**config.mk**
```make
export PLATFORM = sky130hd
export DESIGN_NAME = sbr_sio
export DESIGN_NICKNAME = d
export VERILOG_FILES = /design/src/hw/sbr_pkg.sv /design/src/hw/sbr_sio.sv /design/src/hw/sbr_clk_div.sv
export SDC_FILE = /design/constraint.sdc
export NUM_CORES = 1
export LEC_CHECK = 0
export BUFFER_PORTS_ARGS = -buffer_cell sky130_fd_sc_hd__clkbuf_2
export CORE_MARGIN = 2
export CORE_UTILIZATION = 54
export CTS_CLUSTER_SIZE = 25
export DETAILED_ROUTE_END_ITERATION = 6
export PLACE_DENSITY = 0.9
export SYNTH_ARGS = -nofsm -noshare
export SYNTH_HDL_FRONTEND = slang
export SYNTH_SLANG_ARGS = --single-unit
```
**constraint.sdc**
```tcl
create_clock -name clk -period 3.1 [get_ports clk]
set_input_delay 0.62 -clock clk [delete_from_list [all_inputs] [get_ports clk]]
set_output_delay 0.62 -clock clk [all_outputs]
set_load 0.1 [all_outputs]
```
**src/hw/sbr_pkg.sv**
```systemverilog
// sbr_pkg: shared constants for the serial bus sio / two-wire release / start block
// assumes a 50 MHz system clock and a classic wishbone register bus
`default_nettype none
package sbr_pkg;
   // ----------------------------------------
   // register map
   // ----------------------------------------
   localparam logic [31:0] OFS_CTRL_ONE   = 32'hfffff250;
   localparam logic [31:0] OFS_DATA_BUF   = 32'hfffff251;
   localparam logic [31:0] OFS_CTRL_TWO   = 32'hfffff253;
   localparam logic [31:0] OFS_CTRL_ZERO  = 32'hfffff257;
   localparam logic [31:0] OFS_IRQ_STAT   = 32'hfffff258;
   localparam logic [31:0] OFS_IRQ_MASK   = 32'hfffff259;
   localparam int          IDX_W          = 10;
   localparam int          ADR_W          = 12;
   // ----------------------------------------
   // field positions
   // ----------------------------------------
   localparam int          B_ENABLE       = 7;
   localparam int          B_START        = 7;
   localparam int          B_ABORT        = 6;
   localparam int          B_DIR_HI       = 5;
   localparam int          B_DIR_LO       = 4;
   localparam int          B_CLK_HI       = 2;
   localparam int          B_MASTER       = 7;
   localparam int          B_TRX          = 6;
   localparam int          B_BUSY         = 5;
   localparam int          B_PIN          = 4;
   localparam int          B_MODE_HI      = 3;
   localparam int          B_MODE_LO      = 2;
   localparam int          B_XFER_ON      = 3;
   localparam int          B_SHIFT_ON     = 2;
   localparam int          B_LRB          = 0;
   localparam int          IRQ_N          = 2;
   localparam int          IRQ_BUF        = 0;
   localparam int          IRQ_END        = 1;
   // ----------------------------------------
   // codes and reset values
   // ----------------------------------------
   localparam logic [1:0]  DIR_TX         = 2'h0;
   localparam logic [1:0]  DIR_TXRX       = 2'h2;
   localparam logic [1:0]  DIR_RX         = 2'h3;
   localparam logic [1:0]  MODE_PORT      = 2'h0;
   localparam logic [1:0]  MODE_SIO       = 2'h1;
   localparam logic [1:0]  MODE_TWI       = 2'h2;
   localparam logic [2:0]  CLK_EXT        = 3'h7;
   localparam logic [2:0]  RST_CLK_SEL    = 3'h1;
   localparam logic [3:0]  RELEASE_PAT    = 4'h1;
   localparam logic [3:0]  START_PAT      = 4'hf;
   localparam logic [3:0]  STOP_PAT       = 4'hd;
   localparam logic [3:0]  BIT_LAST       = 4'h8;
   localparam int          DIV_W          = 10;
   localparam int          DIV_SHIFT      = 4;
   typedef enum logic [1:0] {SIO_IDLE, SIO_SHIFT, SIO_WAIT} sbr_sio_t;
   typedef enum logic [1:0] {TW_IDLE, TW_START, TW_STOP} sbr_tw_t;
endpackage
`default_nettype wire

```
**src/hw/sbr_sio.sv**
```systemverilog
// sbr_sio: serial unit with clock-synchronous 8-bit mode and two-wire release / start
// assumes wishbone classic slave, pins sampled from outside the clock domain
//
// Decided for this implementation: the Wishbone register port.
`default_nettype none
module sbr_sio
   import sbr_pkg::*;
(
   input  wire logic              clk,
   input  wire logic              srst,
   input  wire logic              wbCyc,
   input  wire logic              wbStb,
   input  wire logic              wbWe,
   input  wire logic [ADR_W-1:0]  wbAdr,
   input  wire logic [3:0]        wbSel,
   input  wire logic [31:0]       wbDatW,
   output logic      [31:0]       wbDatR,
   output logic                   wbAck,
   output logic                   irq,
   input  wire logic              sckIn,
   output logic                   sckOut,
   output logic                   sckOeN,
   output logic                   serOut,
   input  wire logic              serIn,
   input  wire logic              sdaIn,
   output logic                   sdaOut,
   output logic                   sdaOeN,
   input  wire logic              sclIn,
   output logic                   sclOut,
   output logic                   sclOeN
);
   // ----------------------------------------
   // register state
   // ----------------------------------------
   logic              enable_ff;
   logic              start_ff;
   logic              abort_ff;
   logic [1:0]        dir_ff;
   logic [2:0]        clkSel_ff;
   logic [1:0]        mode_ff;
   logic              masterSel_ff;
   logic              trx_ff;
   logic              busBusy_ff;
   logic              pin_ff;
   logic              lrb_ff;
   logic [7:0]        dbuf_ff;
   logic              txFull_ff;
   logic              rxFull_ff;
   logic [IRQ_N-1:0]  istat_ff;
   logic [IRQ_N-1:0]  imask_ff;
   logic [IRQ_N-1:0]  ievt;
   logic [2:0]        sckSync_ff;
   logic [1:0]        siSync_ff;
   logic [1:0]        sclSync_ff;
   logic [1:0]        sdaSync_ff;
   sbr_sio_t          sio_ff;
   sbr_tw_t           tw_ff;
   logic [7:0]        shift_ff;
   logic [3:0]        bitCnt_ff;
   logic              tick;
   logic              extClk;
   logic              fallEdge;
   logic              riseEdge;
   logic              byteDone;
   logic              needTx;
   logic              needRx;
   logic              canGo;

   // ----------------------------------------
   // wishbone decode
   // ----------------------------------------
   logic              req;
   logic              wr;
   logic              rd;
   logic [IDX_W-1:0]  idx;
   logic              hitC0;
   logic              hitC1;
   logic              hitDb;
   logic              hitC2;
   logic              hitIs;
   logic              hitIm;
   logic              wrEn;
   logic [7:0]        wd;
   logic [7:0]        rdata;
   logic [7:0]        statRd;

   assign req   = wbCyc && wbStb && !wbAck;
   assign wr    = req && wbWe && wbSel[0];
   assign rd    = req && !wbWe;
   assign idx   = wbAdr[ADR_W-1:2];
   assign hitC0 = idx == IDX_W'(OFS_CTRL_ZERO[7:0]);
   assign hitC1 = idx == IDX_W'(OFS_CTRL_ONE[7:0]);
   assign hitDb = idx == IDX_W'(OFS_DATA_BUF[7:0]);
   assign hitC2 = idx == IDX_W'(OFS_CTRL_TWO[7:0]);
   assign hitIs = idx == IDX_W'(OFS_IRQ_STAT[7:0]);
   assign hitIm = idx == IDX_W'(OFS_IRQ_MASK[7:0]);
   assign wrEn  = wr && enable_ff;
   assign wd    = wbDatW[7:0];

   always_comb begin
      if (mode_ff == MODE_TWI)
         statRd = {masterSel_ff, trx_ff, busBusy_ff, pin_ff, 3'h7, lrb_ff};
      else
         statRd = {4'hf, sio_ff != SIO_IDLE, sio_ff == SIO_SHIFT, 2'h3};
      rdata = 8'h00;
      if (hitC0)
         rdata = {enable_ff, 7'h00};
      else if (hitC1)
         rdata = {4'h0, 1'b1, clkSel_ff};
      else if (hitDb)
         rdata = dbuf_ff;
      else if (hitC2)
         rdata = statRd;
      else if (hitIs)
         rdata = {6'h00, istat_ff};
      else if (hitIm)
         rdata = {6'h00, imask_ff};
   end

   always_ff @(posedge clk) begin
      if (srst) begin
         wbAck  <= 1'b0;
         wbDatR <= 32'h00000000;
      end else begin
         wbAck  <= req;
         wbDatR <= rd ? {24'h000000, rdata} : 32'h00000000;
      end
   end

   // ----------------------------------------
   // pin synchronisers
   // ----------------------------------------
   always_ff @(posedge clk) begin
      if (srst) begin
         sckSync_ff <= 3'h7;
         siSync_ff  <= 2'h3;
         sclSync_ff <= 2'h3;
         sdaSync_ff <= 2'h3;
      end else begin
         sckSync_ff <= {sckSync_ff[1:0], sckIn};
         siSync_ff  <= {siSync_ff[0], serIn};
         sclSync_ff <= {sclSync_ff[0], sclIn};
         sdaSync_ff <= {sdaSync_ff[0], sdaIn};
      end
   end

   // ----------------------------------------
   // control registers
   // ----------------------------------------
   always_ff @(posedge clk) begin
      if (srst)
         enable_ff <= 1'b0;
      else if (wr && hitC0)
         enable_ff <= wd[B_ENABLE];
   end

   always_ff @(posedge clk) begin
      if (srst) begin
         start_ff  <= 1'b0;
         abort_ff  <= 1'b0;
         dir_ff    <= DIR_TX;
         clkSel_ff <= RST_CLK_SEL;
      end else if (wrEn && hitC1) begin
         start_ff  <= wd[B_START];
         abort_ff  <= wd[B_ABORT];
         dir_ff    <= wd[B_DIR_HI:B_DIR_LO];
         clkSel_ff <= wd[B_CLK_HI:0];
      end else if (!enable_ff) begin
         start_ff  <= 1'b0;
      end
   end

   always_ff @(posedge clk) begin
      if (srst)
         mode_ff <= MODE_PORT;
      else if (wrEn && hitC2)
         mode_ff <= wd[B_MODE_HI:B_MODE_LO];
   end

   // ----------------------------------------
   // interrupt status and mask
   // ----------------------------------------
   always_ff @(posedge clk) begin
      if (srst) begin
         istat_ff <= '0;
         imask_ff <= '0;
         irq      <= 1'b0;
      end else begin
         istat_ff <= (istat_ff & ~((wrEn && hitIs) ? wd[IRQ_N-1:0] : '0)) | ievt;
         if (wrEn && hitIm)
            imask_ff <= wd[IRQ_N-1:0];
         irq <= |(istat_ff & imask_ff);
      end
   end

   // ----------------------------------------
   // serial clock source
   // ----------------------------------------
   assign extClk = clkSel_ff == CLK_EXT;

   sbr_clk_div u_div (
      .clk  (clk),
      .srst (srst),
      .run  ((sio_ff == SIO_SHIFT && !extClk) || tw_ff != TW_IDLE),
      .sel  (clkSel_ff),
      .tick (tick)
   );

   always_comb begin
      if (extClk) begin
         fallEdge = sckSync_ff[2] && !sckSync_ff[1];
         riseEdge = !sckSync_ff[2] && sckSync_ff[1];
      end else begin
         fallEdge = tick && sckOut;
         riseEdge = tick && !sckOut;
      end
   end

   // ----------------------------------------
   // sio shift engine
   // ----------------------------------------
   assign needTx   = dir_ff != DIR_RX;
   assign needRx   = dir_ff != DIR_TX;
   assign canGo    = (!needTx || txFull_ff) && (!needRx || !rxFull_ff);
   assign byteDone = sio_ff == SIO_SHIFT && riseEdge && bitCnt_ff == BIT_LAST - 4'h1;

   always_ff @(posedge clk) begin
      if (srst || !enable_ff || mode_ff != MODE_SIO || abort_ff) begin
         sio_ff    <= SIO_IDLE;
         bitCnt_ff <= 4'h0;
         shift_ff  <= 8'h00;
      end else begin
         case (sio_ff)
            SIO_IDLE, SIO_WAIT: begin
               bitCnt_ff <= 4'h0;
               if (start_ff && canGo) begin
                  sio_ff   <= SIO_SHIFT;
                  shift_ff <= dbuf_ff;
               end else if (!start_ff) begin
                  sio_ff <= SIO_IDLE;
               end
            end
            SIO_SHIFT: begin
               if (riseEdge) begin
                  shift_ff  <= {siSync_ff[1], shift_ff[7:1]};
                  bitCnt_ff <= bitCnt_ff + 4'h1;
               end
               if (byteDone)
                  sio_ff <= start_ff ? SIO_WAIT : SIO_IDLE;
            end
            default: sio_ff <= SIO_IDLE;
         endcase
      end
   end

   // data buffer: written by software, loaded by reception
   always_ff @(posedge clk) begin
      if (srst) begin
         dbuf_ff   <= 8'h00;
         txFull_ff <= 1'b0;
         rxFull_ff <= 1'b0;
      end else begin
         if (wrEn && hitDb) begin
            dbuf_ff   <= wd;
            txFull_ff <= 1'b1;
         end else if (sio_ff != SIO_SHIFT && start_ff && canGo && needTx) begin
            txFull_ff <= 1'b0;
         end
         if (byteDone && needRx) begin
            dbuf_ff   <= {siSync_ff[1], shift_ff[7:1]};
            rxFull_ff <= 1'b1;
         end else if (rd && hitDb && enable_ff) begin
            rxFull_ff <= 1'b0;
         end
      end
   end

   always_comb begin
      ievt          = '0;
      ievt[IRQ_BUF] = (sio_ff != SIO_SHIFT && start_ff && canGo && needTx && enable_ff
                       && mode_ff == MODE_SIO && !abort_ff) || (byteDone && needRx);
      ievt[IRQ_END] = byteDone && !start_ff;
   end

   always_ff @(posedge clk) begin
      if (srst) begin
         sckOut <= 1'b1;
         sckOeN <= 1'b1;
         serOut <= 1'b1;
      end else begin
         sckOeN <= !(enable_ff && mode_ff == MODE_SIO && !extClk);
         if (sio_ff != SIO_SHIFT)
            sckOut <= 1'b1;
         else if (tick && !extClk)
            sckOut <= !sckOut;
         if (sio_ff == SIO_SHIFT && fallEdge && needTx)
            serOut <= shift_ff[0];
      end
   end

   // ----------------------------------------
   // two-wire bus control
   // ----------------------------------------
   always_ff @(posedge clk) begin
      if (srst) begin
         tw_ff  <= TW_IDLE;
         masterSel_ff <= 1'b0;
         trx_ff       <= 1'b0;
         busBusy_ff   <= 1'b0;
         pin_ff       <= 1'b1;
         lrb_ff       <= 1'b1;
         sdaOeN <= 1'b1;
         sclOeN <= 1'b1;
         sdaOut <= 1'b0;
         sclOut <= 1'b0;
      end else begin
         if (!busBusy_ff)
            lrb_ff <= sclSync_ff[1];
         case (tw_ff)
            TW_IDLE: begin
               if (wrEn && hitC2 && mode_ff == MODE_TWI) begin
                  if (wd[7:4] == RELEASE_PAT) begin
                     masterSel_ff <= 1'b0;
                     trx_ff       <= 1'b0;
                     busBusy_ff   <= 1'b0;
                     pin_ff <= 1'b1;
                     sdaOeN <= 1'b1;
                     sclOeN <= 1'b1;
                  end else if (wd[7:4] == START_PAT && !busBusy_ff) begin
                     masterSel_ff <= 1'b1;
                     trx_ff <= 1'b1;
                     sdaOeN <= 1'b0;
                     tw_ff  <= TW_START;
                  end else if (wd[7:4] == STOP_PAT && busBusy_ff) begin
                     sdaOeN <= 1'b0;
                     sclOeN <= 1'b1;
                     tw_ff  <= TW_STOP;
                  end
               end
            end
            TW_START: begin
               if (tick) begin
                  sclOeN <= 1'b0;
                  busBusy_ff <= 1'b1;
                  pin_ff <= 1'b0;
                  tw_ff  <= TW_IDLE;
               end
            end
            TW_STOP: begin
               if (tick && sclSync_ff[1]) begin
                  sdaOeN <= 1'b1;
                  busBusy_ff   <= 1'b0;
                  masterSel_ff <= 1'b0;
                  trx_ff <= 1'b0;
                  pin_ff <= 1'b1;
                  tw_ff  <= TW_IDLE;
               end
            end
            default: tw_ff <= TW_IDLE;
         endcase
      end
   end
endmodule
`default_nettype wire

```
**src/hw/sbr_clk_div.sv**
```systemverilog
// sbr_clk_div: half-period tick for the internal serial clock
// assumes sel is stable while run is high
`default_nettype none
module sbr_clk_div
   import sbr_pkg::*;
(
   input  wire logic        clk,
   input  wire logic        srst,
   input  wire logic        run,
   input  wire logic [2:0]  sel,
   output logic             tick
);
   logic [DIV_W-1:0] cnt_ff;
   logic [DIV_W-1:0] limit;

   // half period is 2^(n+1) clocks, n = sel + 3
   assign limit = DIV_W'((32'h1 << (32'(sel) + DIV_SHIFT)) - 32'h1);

   always_ff @(posedge clk) begin
      if (srst || !run) begin
         cnt_ff <= '0;
         tick   <= 1'b0;
      end else if (cnt_ff == limit) begin
         cnt_ff <= '0;
         tick   <= 1'b1;
      end else begin
         cnt_ff <= cnt_ff + DIV_W'(1);
         tick   <= 1'b0;
      end
   end
endmodule
`default_nettype wire

```
==> key figures, run 1 <==
Floorplan
  • Core area: ~7200 um2
  • Die Ht: approximately 90 um
  • Chip width: between 90 and 100 um
  • # rows: 31
  • Starting Density: between 50% and 60%
  • Die ar.: ~8000 um2
  • Ports: 98

Cells and area
  • Layout fillers: 613
  • Design Area, Final: 4424 um2
  • Most frequent cells in the layout: dfxtp_1 (77), nand2_1 (67), nor2_1 (42)
  • ANT cells: 0
  • Total Nets Final: roughly 600
  • Area Growth Syn to Fin: 10.02%
  • Most common cell after layout, fill and taps aside: dfxtp_1
  • Layout cells sized above 1: roughly 15%
  • Fin cells: approximately 640

GRT
  • Total gr overflow: 0
  • Vias in the first global route: approximately 3,400
  • Pin count of the biggest net entering global routing: 23
  • Initial antenna violation count: 0
  • Total GRT Usage: between 20% and 30%
  • First-pass GRT wire length: 15,820 um

Placement
  • GPL Wtd Cong: 0.9393
  • IO Port Bufs: slightly above 40
  • Inst Count DP: about 620
  • Dpl cell area: ~4200 um2
  • Pre-CTS setup slack: 0.4791 ns
  • Detail Placement HPWL: ~7000 um

Logic synthesis
  • Mapped cell area: slightly above 4000 um2
  • Unique masters post-synth: just under 60
  • Most used flip-flop cell after synthesis: dfxtp_1
  • Synth warn: 0
  • Synth area leaders: dfxtp_1 (38%), nand2_1 (6.3%), buf_4 (4.9%)
  • Post-synth top area share: 38.33%
  • Area leader, netlist: dfxtp_1
  • Syn Area/Cell: 8.075 um2
  • Seq cells post-synth: 77
  • Post-synth EDFFs: 0
  • Fraction of registers with async set/reset: 0%
  • Post-synthesis sequential area ratio: a little under two fifths
  • Syn Inst Count: about 500

Worst setup path
  • Worst reg2reg path depth: 5
  • Critical Path Start: clkSel_ff[2]
  • WS Path Type: reg -> reg
  • Worst r2r src: clkSel_ff[2]
  • Critical register-to-register path endpoint: dbuf_ff[4]
  • WP data arrival: 2.61 ns
  • R2r setup slk: between 0.6 and 0.7 ns
  • Startpoint types: register
  • Critical path required time: approximately 3.3 ns
  • Worst Setup EP: dbuf_ff[4]
  • Crit. End Element: register
  • Crit Path Max Fanout: 18

Hold path
  • Worst hold path type: reg -> reg

Power
  • Sequential share of power: 49.2%
  • Internal: approximately 1.5 mW
  • Sw Share: between 20% and 30%
  • Pwr/cell area: about 460 nW/um2
  • Clock Power Share: 39.6%
  • Maximum vdd drop: about 220 uV
  • Switching pwr: between 500 and 600 uW
  • Total power: approximately 2 mW
  • Total leakage power: approximately 1.7 nW
  • Comb power frac: between 10% and 20%

Clocking
  • # hold bufs at CTS: 0
  • Post-CTS Setup Bufs: 0
  • CTS buffer count: 9
  • Sink Count: 77
  • CTS tree: built
  • Clock-pin transition on the worst setup and hold timing paths: about 0.080 ns
  • CTS Buffer Depth: 2
  • Clock root cell: clkbuf_8
  • Clk_lat worst skew: about 0.36 ns
  • Post-cts sizing count: 0
  • Htree depth: 3

Timing
  • Clock Skews: about 0.015 ns
  • Setup Total Neg Slack: 0 ns
  • Slew HR: between 20% and 30%
  • Final WS setup: 0.6948 ns
  • Actual slew at the worst max-slew pin: roughly 1.1 ns
  • Fmax: 415.8 MHz
  • RSZ-0062 raised after global routing: no
  • Final Hold Fails: 0
  • Final min period: between 2 and 2.5 ns
  • Post-route clock period utilization: between 70% and 80%
  • Final setup fails: 0
  • Max-slew violation count: 0

Detailed routing
  • Vias per cell: slightly below 6
  • DRT Pass-1 Iters: 7
  • Final ANT Viol Nets: 0
  • Routed wire length: about 9600 um
  • Routed vias: 3,737
  • DRC: 0
  • Avg WL per Cell: between 15 and 20 um
  • Initial drt markers: 434

Outcome
  • Status: completed

Job
  • Maxcap violations: 0
==> sequential cells by signal (all words and copies together) (netlist names), 2 cells and up <==
signal / count
bitCnt_ff: 4
clkSel_ff: 3
dbuf_ff: 8
dir_ff: 2
imask_ff: 2
istat_ff: 2
mode_ff: 2
sckSync_ff: 3
sclSync_ff: 2
shift_ff: 8
siSync_ff: 2
sio_ff: 2
tw_ff: 2
u_div.cnt_ff: 10
wbDatR: 8
==> routing by layer <==
layer | routed length, um | track usage (%)
met1 | 3914 | 30.13
met2 | 4475 | 39.10
met3 | 903 | 4.007
met4 | 352 | 12.69
met5 | 0 | 0
==> power groups by stage <==
| stage | logic (mW) | clock network, mW | registers, mW |
|---|---|---|---|
| 6_report | 0.227 | 0.800 | 0.995 |
| 5_1_grt | 0.237 | 0.851 | 0.995 |
| 4_1_cts | 0.225 | 0.802 | 0.995 |
| 3_5_place_dp | 0.224 | 0 | 1.02 |
| 3_3_place_gp | 0.221 | 0 | 1.02 |
| 2_1_floorplan | 0.209 | 0 | 1.02 |
==> critical path, cell delays in order, from the launching register on <==
cell      delay (ns)
dfxtp_1         0.53
nand3_1         0.34
mux2_2          0.41
or3_1           0.65
nor2_1          0.24
a311oi_1        0.07
==> kinds of logic after synthesis <==
| kind of cell | Yosys count | synth area share [%] |
|---|---|---|
| other cells | 2 | 0.1868 |
| xor+xnor | 15 | 3.267 |
| flops | 77 | 38.33 |
| mux | 13 | 3.298 |
| simple gates | 234 | 29.50 |
| fa+ha+maj | 6 | 1.867 |
| buf+inv | 64 | 8.650 |
| compound gates | 87 | 14.90 |
==> worst min path at each step <==
stage             startpoint            end  slack [ns]  cells after the start
2_1_floorplan  sckSync_ff[0]  sckSync_ff[1]        0.39                      1
3_3_place_gp   sckSync_ff[0]  sckSync_ff[1]        0.39                      1
3_5_place_dp   sclSync_ff[0]  sclSync_ff[1]        0.39                      1
4_1_cts        sclSync_ff[0]  sclSync_ff[1]        0.41                      1
5_1_grt        sckSync_ff[0]  sckSync_ff[1]        0.43                      1
6_report       sclSync_ff[0]  sclSync_ff[1]        0.41                      1
==> synthesized netlist by cell type, types with 2 or more instances <==
| master | n |
|---|---|
| xor2_1 | 6 |
| or2_2 | 8 |
| a211oi_1 | 2 |
| o21ai_0 | 16 |
| or3_1 | 9 |
| nor3_1 | 38 |
| mux2_2 | 2 |
| a2111oi_0 | 3 |
| nand2b_1 | 7 |
| xnor2_1 | 9 |
| o311ai_0 | 2 |
| mux2i_1 | 11 |
| a221oi_1 | 8 |
| a21oi_1 | 26 |
| clkbuf_1 | 20 |
| buf_1 | 2 |
| nand4_1 | 7 |
| nand2_1 | 67 |
| nor3b_1 | 6 |
| nor2b_1 | 12 |
| o31ai_1 | 4 |
| or3b_2 | 2 |
| nand3_1 | 14 |
| nand3b_1 | 6 |
| and3_1 | 2 |
| a21boi_0 | 3 |
| dfxtp_1 | 77 |
| ha_1 | 6 |
| buf_4 | 26 |
| conb_1 | 2 |
| a311oi_1 | 9 |
| or4_1 | 3 |
| and2_1 | 3 |
| nor2_1 | 42 |
| buf_2 | 2 |
| inv_1 | 13 |
| a2bb2oi_1 | 2 |
==> metrics by stage <==
step           hold slack (ns)  utilization, %
6_report                0.4095           61.32
5_1_grt                 0.4268           61.32
4_1_cts                 0.4100           61.32
3_5_place_dp            0.3941           58.39
2_1_floorplan           0.3895               -
3_3_place_gp            0.3944           58.39
==> layout make-up <==
type,count,area (um2),share of cell area [%]
repair buffers,50,272.8,6.165
well taps,99,123.9,2.800
flip-flops and latches,77,1541,34.84
clock buffers,13,168.9,3.818
clock inverters,3,42.54,0.9615
multi-input cells,382,2226,50.31
inverters,13,48.80,1.103
No activity file was read; power rests on OpenSTA's default activity.
==> run 2, diff against run 1 <==
- CORE_UTILIZATION: 54 -> 48
- PLACE_DENSITY: 0.9 -> 0.85
- clock period: 3.1 -> 2.2 ns (I/O delays scaled with it)
==> key figures, run 2 (synthesized netlist as in run 1, its figures left out) <==
Outcome
  • Status: completed (unchanged)

Timing
  • Post-route clock period utilization: 94.22% (was 77.59%)
  • Actual slew at the worst max-slew pin: 0.6400 ns (was 1.064 ns)
  • Final setup fails: 0 (unchanged)
  • Clock Skews: 0.01072 ns (was 0.01473 ns)
  • Slew HR: 57.34% (was 28.91%)
  • Setup Total Neg Slack: 0 ns (unchanged)
  • Max-slew violation count: 0 (unchanged)
  • Final Hold Fails: 0 (unchanged)
  • Fmax: 482.5 MHz (was 415.8 MHz)
  • RSZ-0062 raised after global routing: no (unchanged)
  • Final min period: 2.073 ns (was 2.405 ns)

Detailed routing
  • Routed vias: 3,796 (was 3,737)
  • Initial drt markers: 300 (was 434)
  • Vias per cell: 5.717 (was 5.867)
  • Final ANT Viol Nets: 0 (unchanged)
  • DRC: 0 (unchanged)
  • Avg WL per Cell: 15.32 um (was 15.14 um)
  • Routed wire length: 10,170 um (was 9645 um)
  • DRT Pass-1 Iters: 5 (was 7)

Worst setup path
  • Cell Chain, Critical Path: nand3_1 > mux2_2 > or3_1 > nor2_1 > a311oi_1 (unchanged)
  • Startpoint types: register (unchanged)
  • Slowest stage cell on the critical path: or3_1 (unchanged)
  • WS Path Type: reg -> reg (unchanged)
  • Crit Path Max Fanout: 18 (unchanged)
  • Max incr delay on CP: 0.64 ns (was 0.65 ns)
  • WP data arrival: 2.29 ns (was 2.61 ns)
  • Crit. End Element: register (unchanged)
  • Critical path required time: 2.41 ns (was 3.30 ns)

Cells and area
  • Design Area, Final: 4599 um2 (was 4424 um2)
  • Layout cells sized above 1: 18.96% (was 15.06%)
  • Most frequent cells in the layout: dfxtp_1 (76), nand2_1 (67), nor2_1 (42) (was dfxtp_1 (77), nand2_1 (67), nor2_1 (42))
  • Area Growth Syn to Fin: 14.37% (was 10.02%)
  • Fin cells: 664 (was 637)
  • ANT cells: 0 (unchanged)
  • Largest register FFs: 10 (unchanged)
  • Total Nets Final: 617 (was 596)
  • Layout fillers: 748 (was 613)
  • Most common cell after layout, fill and taps aside: dfxtp_1 (unchanged)
  • Reg with most FFs: u_div.cnt_ff (unchanged)

GRT
  • First-pass GRT wire length: 16,570 um (was 15,820 um)
  • Total gr overflow: 0 (unchanged)
  • Total GRT Usage: 23.37% (was 23.85%)
  • Vias in the first global route: 3,546 (was 3,413)
  • Pin count of the biggest net entering global routing: 26 (was 23)
  • Initial antenna violation count: 0 (unchanged)

Placement
  • GPL Wtd Cong: 0.9263 (was 0.9393)
  • Detail Placement HPWL: 7419 um (was 6962 um)
  • IO Port Bufs: 41 (unchanged)
  • Dpl cell area: 4377 um2 (was 4213 um2)
  • Inst Count DP: 647 (was 621)

Floorplan
  • Die ar.: 9126 um2 (was 8153 um2)
  • Ports: 98 (unchanged)
  • Chip width: 95.53 um (was 90.30 um)
  • Die Ht: 95.53 um (was 90.30 um)
  • Starting Density: 49.19% (was 55.74%)
  • # rows: 33 (was 31)
  • Core area: 8175 um2 (was 7214 um2)

Clocking
  • CTS Buffer Depth: 2 (unchanged)
  • Clock root cell: clkbuf_8 (unchanged)
  • Htree depth: 3 (unchanged)
  • CTS tree: built (unchanged)
  • Clk_lat worst skew: 0.36 ns (about the same)
  • Clock-pin transition on the worst setup and hold timing paths: 0.08 ns (about the same)
  • CTS buffer count: 9 (unchanged)
  • Sink Count: 77 (unchanged)

Power
  • Maximum vdd drop: 382.5 uV (was 216.5 uV)
  • Total leakage power: 1.764 nW (was 1.657 nW)
  • Pwr/cell area: 623.1 nW/um2 (was 457.0 nW/um2)
  • Total power: 2.866 mW (was 2.022 mW)

Job
  • Maxcap violations: 0 (unchanged)

Hold path
  • Worst hold path type: in -> reg (was reg -> reg)
-- run 2: timing repair --
item / in CTS / in global routing
setup endpoints to repair: 0 / 1
buffers inserted: 0 / 1
hold buffers: 0 / 0
gates resized for setup: 0 / 1
hold endpoints to repair: 0 / 0
-- run 2: area by class of cell --
| cell class | count | area (um2) | area share [%] |
|---|---|---|---|
| clock inverters | 4 | 45.04 | 0.9793 |
| flip-flops and latches | 77 | 1543 | 33.54 |
| clock buffers | 12 | 165.2 | 3.591 |
| inverters | 13 | 48.80 | 1.061 |
| repair buffers | 71 | 430.4 | 9.358 |
| well taps | 105 | 131.4 | 2.856 |
| multi-input cells | 382 | 2236 | 48.61 |
-- run 2: stage by stage --
step / util, % / hold WS, ns / worst slack [ns]
2_1_floorplan: - / 0.3895 / 0.001670
3_3_place_gp: 53.54 / 0.3952 / 0.02577
3_5_place_dp: 53.54 / 0.3948 / 0.01103
4_1_cts: 56.11 / 0.2547 / 0.1361
5_1_grt: 56.26 / 0.2681 / 0.01499
6_report: 56.26 / 0.2604 / 0.1272
-- run 2: final timing paths --
kind | startpoint | to | slack (ns) | cells past startpoint
max | clkSel_ff[0] | dbuf_ff[0] | 0.13 | 5
max reg2reg | clkSel_ff[0] | dbuf_ff[0] | 0.13 | 5
min | sclIn | sclSync_ff[0] | 0.26 | 2
min reg2reg | sckSync_ff[0] | sckSync_ff[1] | 0.41 | 1
-- run 2: power by group --
group	switching, mW	internal (mW)	leakage [nW]
sequential	0.00310	1.40	0.622
clock	0.518	0.611	0.112
combinational	0.279	0.0555	1.03
total	0.800	2.07	1.76
-- run 2: critical path: cells and delay by family, from the launching register on --
| family | cells | cell delay, ns |
|---|---|---|
| multiplexers | 1 | 0.34 |
| AO/OA/AOI/OAI | 1 | 0.07 |
| flip-flops | 1 | 0.47 |
| AND/OR/NAND/NOR | 3 | 1.04 |
-- run 2: routing by layer --
metal | global-route usage, % | share of wire, % | vias up
li1 | - | - | 1816
met1 | 29.07 | 42 | 1792
met2 | 38.75 | 48 | 164
met3 | 4.664 | 6.9 | 24
met4 | 10.95 | 2.2 | 0
met5 | 0 | 0 | -
==> run 3, diff against run 2 <==
- BUFFER_PORTS_ARGS: -buffer_cell sky130_fd_sc_hd__clkbuf_2 -> default
- CORE_UTILIZATION: 48 -> 57
- DONT_BUFFER_PORTS: default -> 1
- PLACE_DENSITY: 0.85 -> 0.84
==> key figures, run 3 (synthesized netlist as in run 1, its figures left out) <==
Floorplan
  • Starting Density: 59.19% (was 49.19%)
  • Chip width: 88.00 um (was 95.53 um)
  • Die Ht: 88.00 um (was 95.53 um)
  • Ports: 98 (unchanged)
  • # rows: 30 (was 33)
  • Die ar.: 7743 um2 (was 9126 um2)
  • Core area: 6794 um2 (was 8175 um2)

Worst setup path
  • Worst reg2reg path depth: 8 (was 5)
  • Slowest stage cell on the critical path: or3_1 (unchanged)
  • R2r setup slk: 0.22 ns (was 0.13 ns)
  • Max incr delay on CP: 0.41 ns (was 0.64 ns)
  • Critical path required time: 2.48 ns (was 2.41 ns)
  • Cell Chain, Critical Path: or3_1 > ha_1 > nand2b_1 > a2bb2oi_2 > xor2_1 > a211oi_2 > buf_4 > nor3b_1 (was nand3_1 > mux2_2 > or3_1 > nor2_1 > a311oi_1)
  • Crit Path Max Fanout: 8 (was 18)
  • Crit. End Element: register (unchanged)
  • Worst r2r src: clkSel_ff[0] (unchanged)
  • Critical register-to-register path endpoint: u_div.cnt_ff[1] (was dbuf_ff[0])
  • Startpoint types: register (unchanged)
  • Delay-heaviest family, CP: simple AND/OR/NAND/NOR gates (unchanged)
  • WP buf/inv: 1 (was 0)
  • WS Path Type: reg -> reg (unchanged)
  • WP data arrival: 2.26 ns (was 2.29 ns)

Timing
  • Fmax: 505.6 MHz (was 482.5 MHz)
  • Final Hold Fails: 0 (unchanged)
  • Max-slew violation count: 0 (unchanged)
  • Slew HR: 63.03% (was 57.34%)
  • Setup Total Neg Slack: 0 ns (unchanged)
  • Actual slew at the worst max-slew pin: 0.5488 ns (was 0.6400 ns)
  • Clock Skews: 0.008770 ns (was 0.01072 ns)
  • Post-route clock period utilization: 89.90% (was 94.22%)
  • Final setup fails: 0 (unchanged)
  • RSZ-0062 raised after global routing: no (unchanged)
  • Final min period: 1.978 ns (was 2.073 ns)

GRT
  • Total gr overflow: 0 (unchanged)
  • Pin count of the biggest net entering global routing: 45 (was 26)
  • First-pass GRT wire length: 15,400 um (was 16,570 um)
  • Initial antenna violation count: 0 (unchanged)
  • Vias in the first global route: 3,284 (was 3,546)
  • Total GRT Usage: 25.62% (was 23.37%)

Cells and area
  • Area Growth Syn to Fin: 9.552% (was 14.37%)
  • Largest register FFs: 10 (unchanged)
  • Total Nets Final: 578 (was 617)
  • Most common cell after layout, fill and taps aside: dfxtp_1 (unchanged)
  • Layout cells sized above 1: 13.27% (was 18.96%)
  • Reg with most FFs: u_div.cnt_ff (unchanged)
  • Most frequent cells in the layout: dfxtp_1 (75), nand2_1 (67), nor2_1 (42) (was dfxtp_1 (76), nand2_1 (67), nor2_1 (42))
  • ANT cells: 0 (unchanged)

Detailed routing
  • DRT Pass-1 Iters: 5 (unchanged)
  • DRC: 0 (unchanged)
  • Routed vias: 3,597 (was 3,796)
  • Initial drt markers: 310 (was 300)
  • Avg WL per Cell: 15.48 um (was 15.32 um)
  • Routed wire length: 9535 um (was 10,170 um)
  • Final ANT Viol Nets: 0 (unchanged)
  • Vias per cell: 5.839 (was 5.717)

Power
  • Clock Power Share: 40.1% (was 39.4%)
  • Maximum vdd drop: 400.9 uV (was 382.5 uV)
  • Internal: 2.015 mW (was 2.066 mW)
  • Pwr/cell area: 629.2 nW/um2 (was 623.1 nW/um2)
  • Total leakage power: 1.599 nW (was 1.764 nW)
  • Sw Share: 27.31% (was 27.92%)
  • Total power: 2.772 mW (was 2.866 mW)
  • Sequential share of power: 50.6% (was 48.9%)
  • Comb power frac: 9.3% (was 11.7%)
  • Switching pwr: 757.0 uW (was 800.1 uW)

Outcome
  • Status: completed (unchanged)

Hold path
  • Hold Crit Start: srst (was sclIn)
  • Hold-critical path depth: 1 (was 2)
  • Worst hold path type: in -> reg (unchanged)
  • WHS Endpoint: rxFull_ff (was sclSync_ff[0])

Clocking
  • CTS tree: built (unchanged)
  • Htree depth: 3 (unchanged)
  • CTS Buffer Depth: 2 (unchanged)
  • Clock-pin transition on the worst setup and hold timing paths: 0.08 ns (about the same)
  • # hold bufs at CTS: 0 (unchanged)
  • CTS buffer count: 9 (unchanged)
  • Sink Count: 77 (unchanged)
  • Clock root cell: clkbuf_8 (unchanged)
  • Clk_lat worst skew: 0.36 ns (about the same)

Placement
  • IO Port Bufs: 0 (was 41)
  • Detail Placement HPWL: 6885 um (was 7419 um)
  • GPL Wtd Cong: 0.8968 (was 0.9263)

Job
  • Maxcap violations: 0 (unchanged)
==> run 3: worst reg2reg max path, cell delays in order (launching register included) <==
cell       delay, ns
dfxtp_1         0.39
or3_1           0.41
ha_1            0.22
nand2b_1        0.09
a2bb2oi_2       0.16
xor2_1          0.22
a211oi_2        0.06
buf_4           0.18
nor3b_1         0.19
==> run 3: worst max-delay path by stage <==
stage | from | endpoint | cells past startpoint
final | clkSel_ff[0] | u_div.cnt_ff[1] | 8
after floorplan | sckOut | dbuf_ff[0] | 6
after CTS | clkSel_ff[2] | u_div.cnt_ff[1] | 8
after global placement | wbAdr[10] | tw_ff[0] | 5
after detailed placement | clkSel_ff[2] | dbuf_ff[1] | 5
after global routing | clkSel_ff[0] | u_div.cnt_ff[1] | 8
==> run 3: layer usage <==
metal / vias to the layer above / global-route usage, % / part of all wire (%)
met5: - / 0 / 0
li1: 1733 / - / -
met2: 148 / 41.87 / 47
met1: 1691 / 32.77 / 42
met4: 0 / 8.392 / 2.2
met3: 25 / 7.163 / 9.2
==> run 3: through the flow <==
| step | cell area (um2) | utilization (%) | hold WS, ns | std cells | setup slack, ns |
|---|---|---|---|---|---|
| floorplan | 4121 | - | 0.3895 | 523 | 0.001670 |
| global placement | 4175 | 61.45 | 0.3924 | 599 | 0.07992 |
| detailed placement | 4175 | 61.45 | 0.3952 | 599 | 0.005807 |
| CTS | 4390 | 64.62 | 0.1419 | 615 | 0.09912 |
| global route | 4405 | 64.84 | 0.1379 | 616 | 0.05654 |
| finish | 4405 | 64.84 | 0.1476 | 616 | 0.2222 |
==> run 3: power by group through the flow <==
stage	sequential [mW]	combinational, mW	clock, mW
CTS	1.40	0.254	1.13
global route	1.40	0.269	1.18
finish	1.40	0.258	1.11
global placement	1.43	0.252	0
detailed placement	1.44	0.254	0
floorplan	1.44	0.295	0
==> run 3: timing repair <==
action / CTS / global route
setup endpoints to repair: 6 / 6
pin swaps: 0 / 1
buffers inserted: 0 / 1
resized for setup: 1 / 2
==> run 3: cell type report <==
class                   instances  area (um2)
repair buffers                 32       240.2
well taps                      96       120.1
fillers                       582        2389
clock inverters                 5       58.81
inverters                      13       48.80
clock buffers                  11       151.4
flip-flops and latches         77        1544
multi-input cells             382        2242
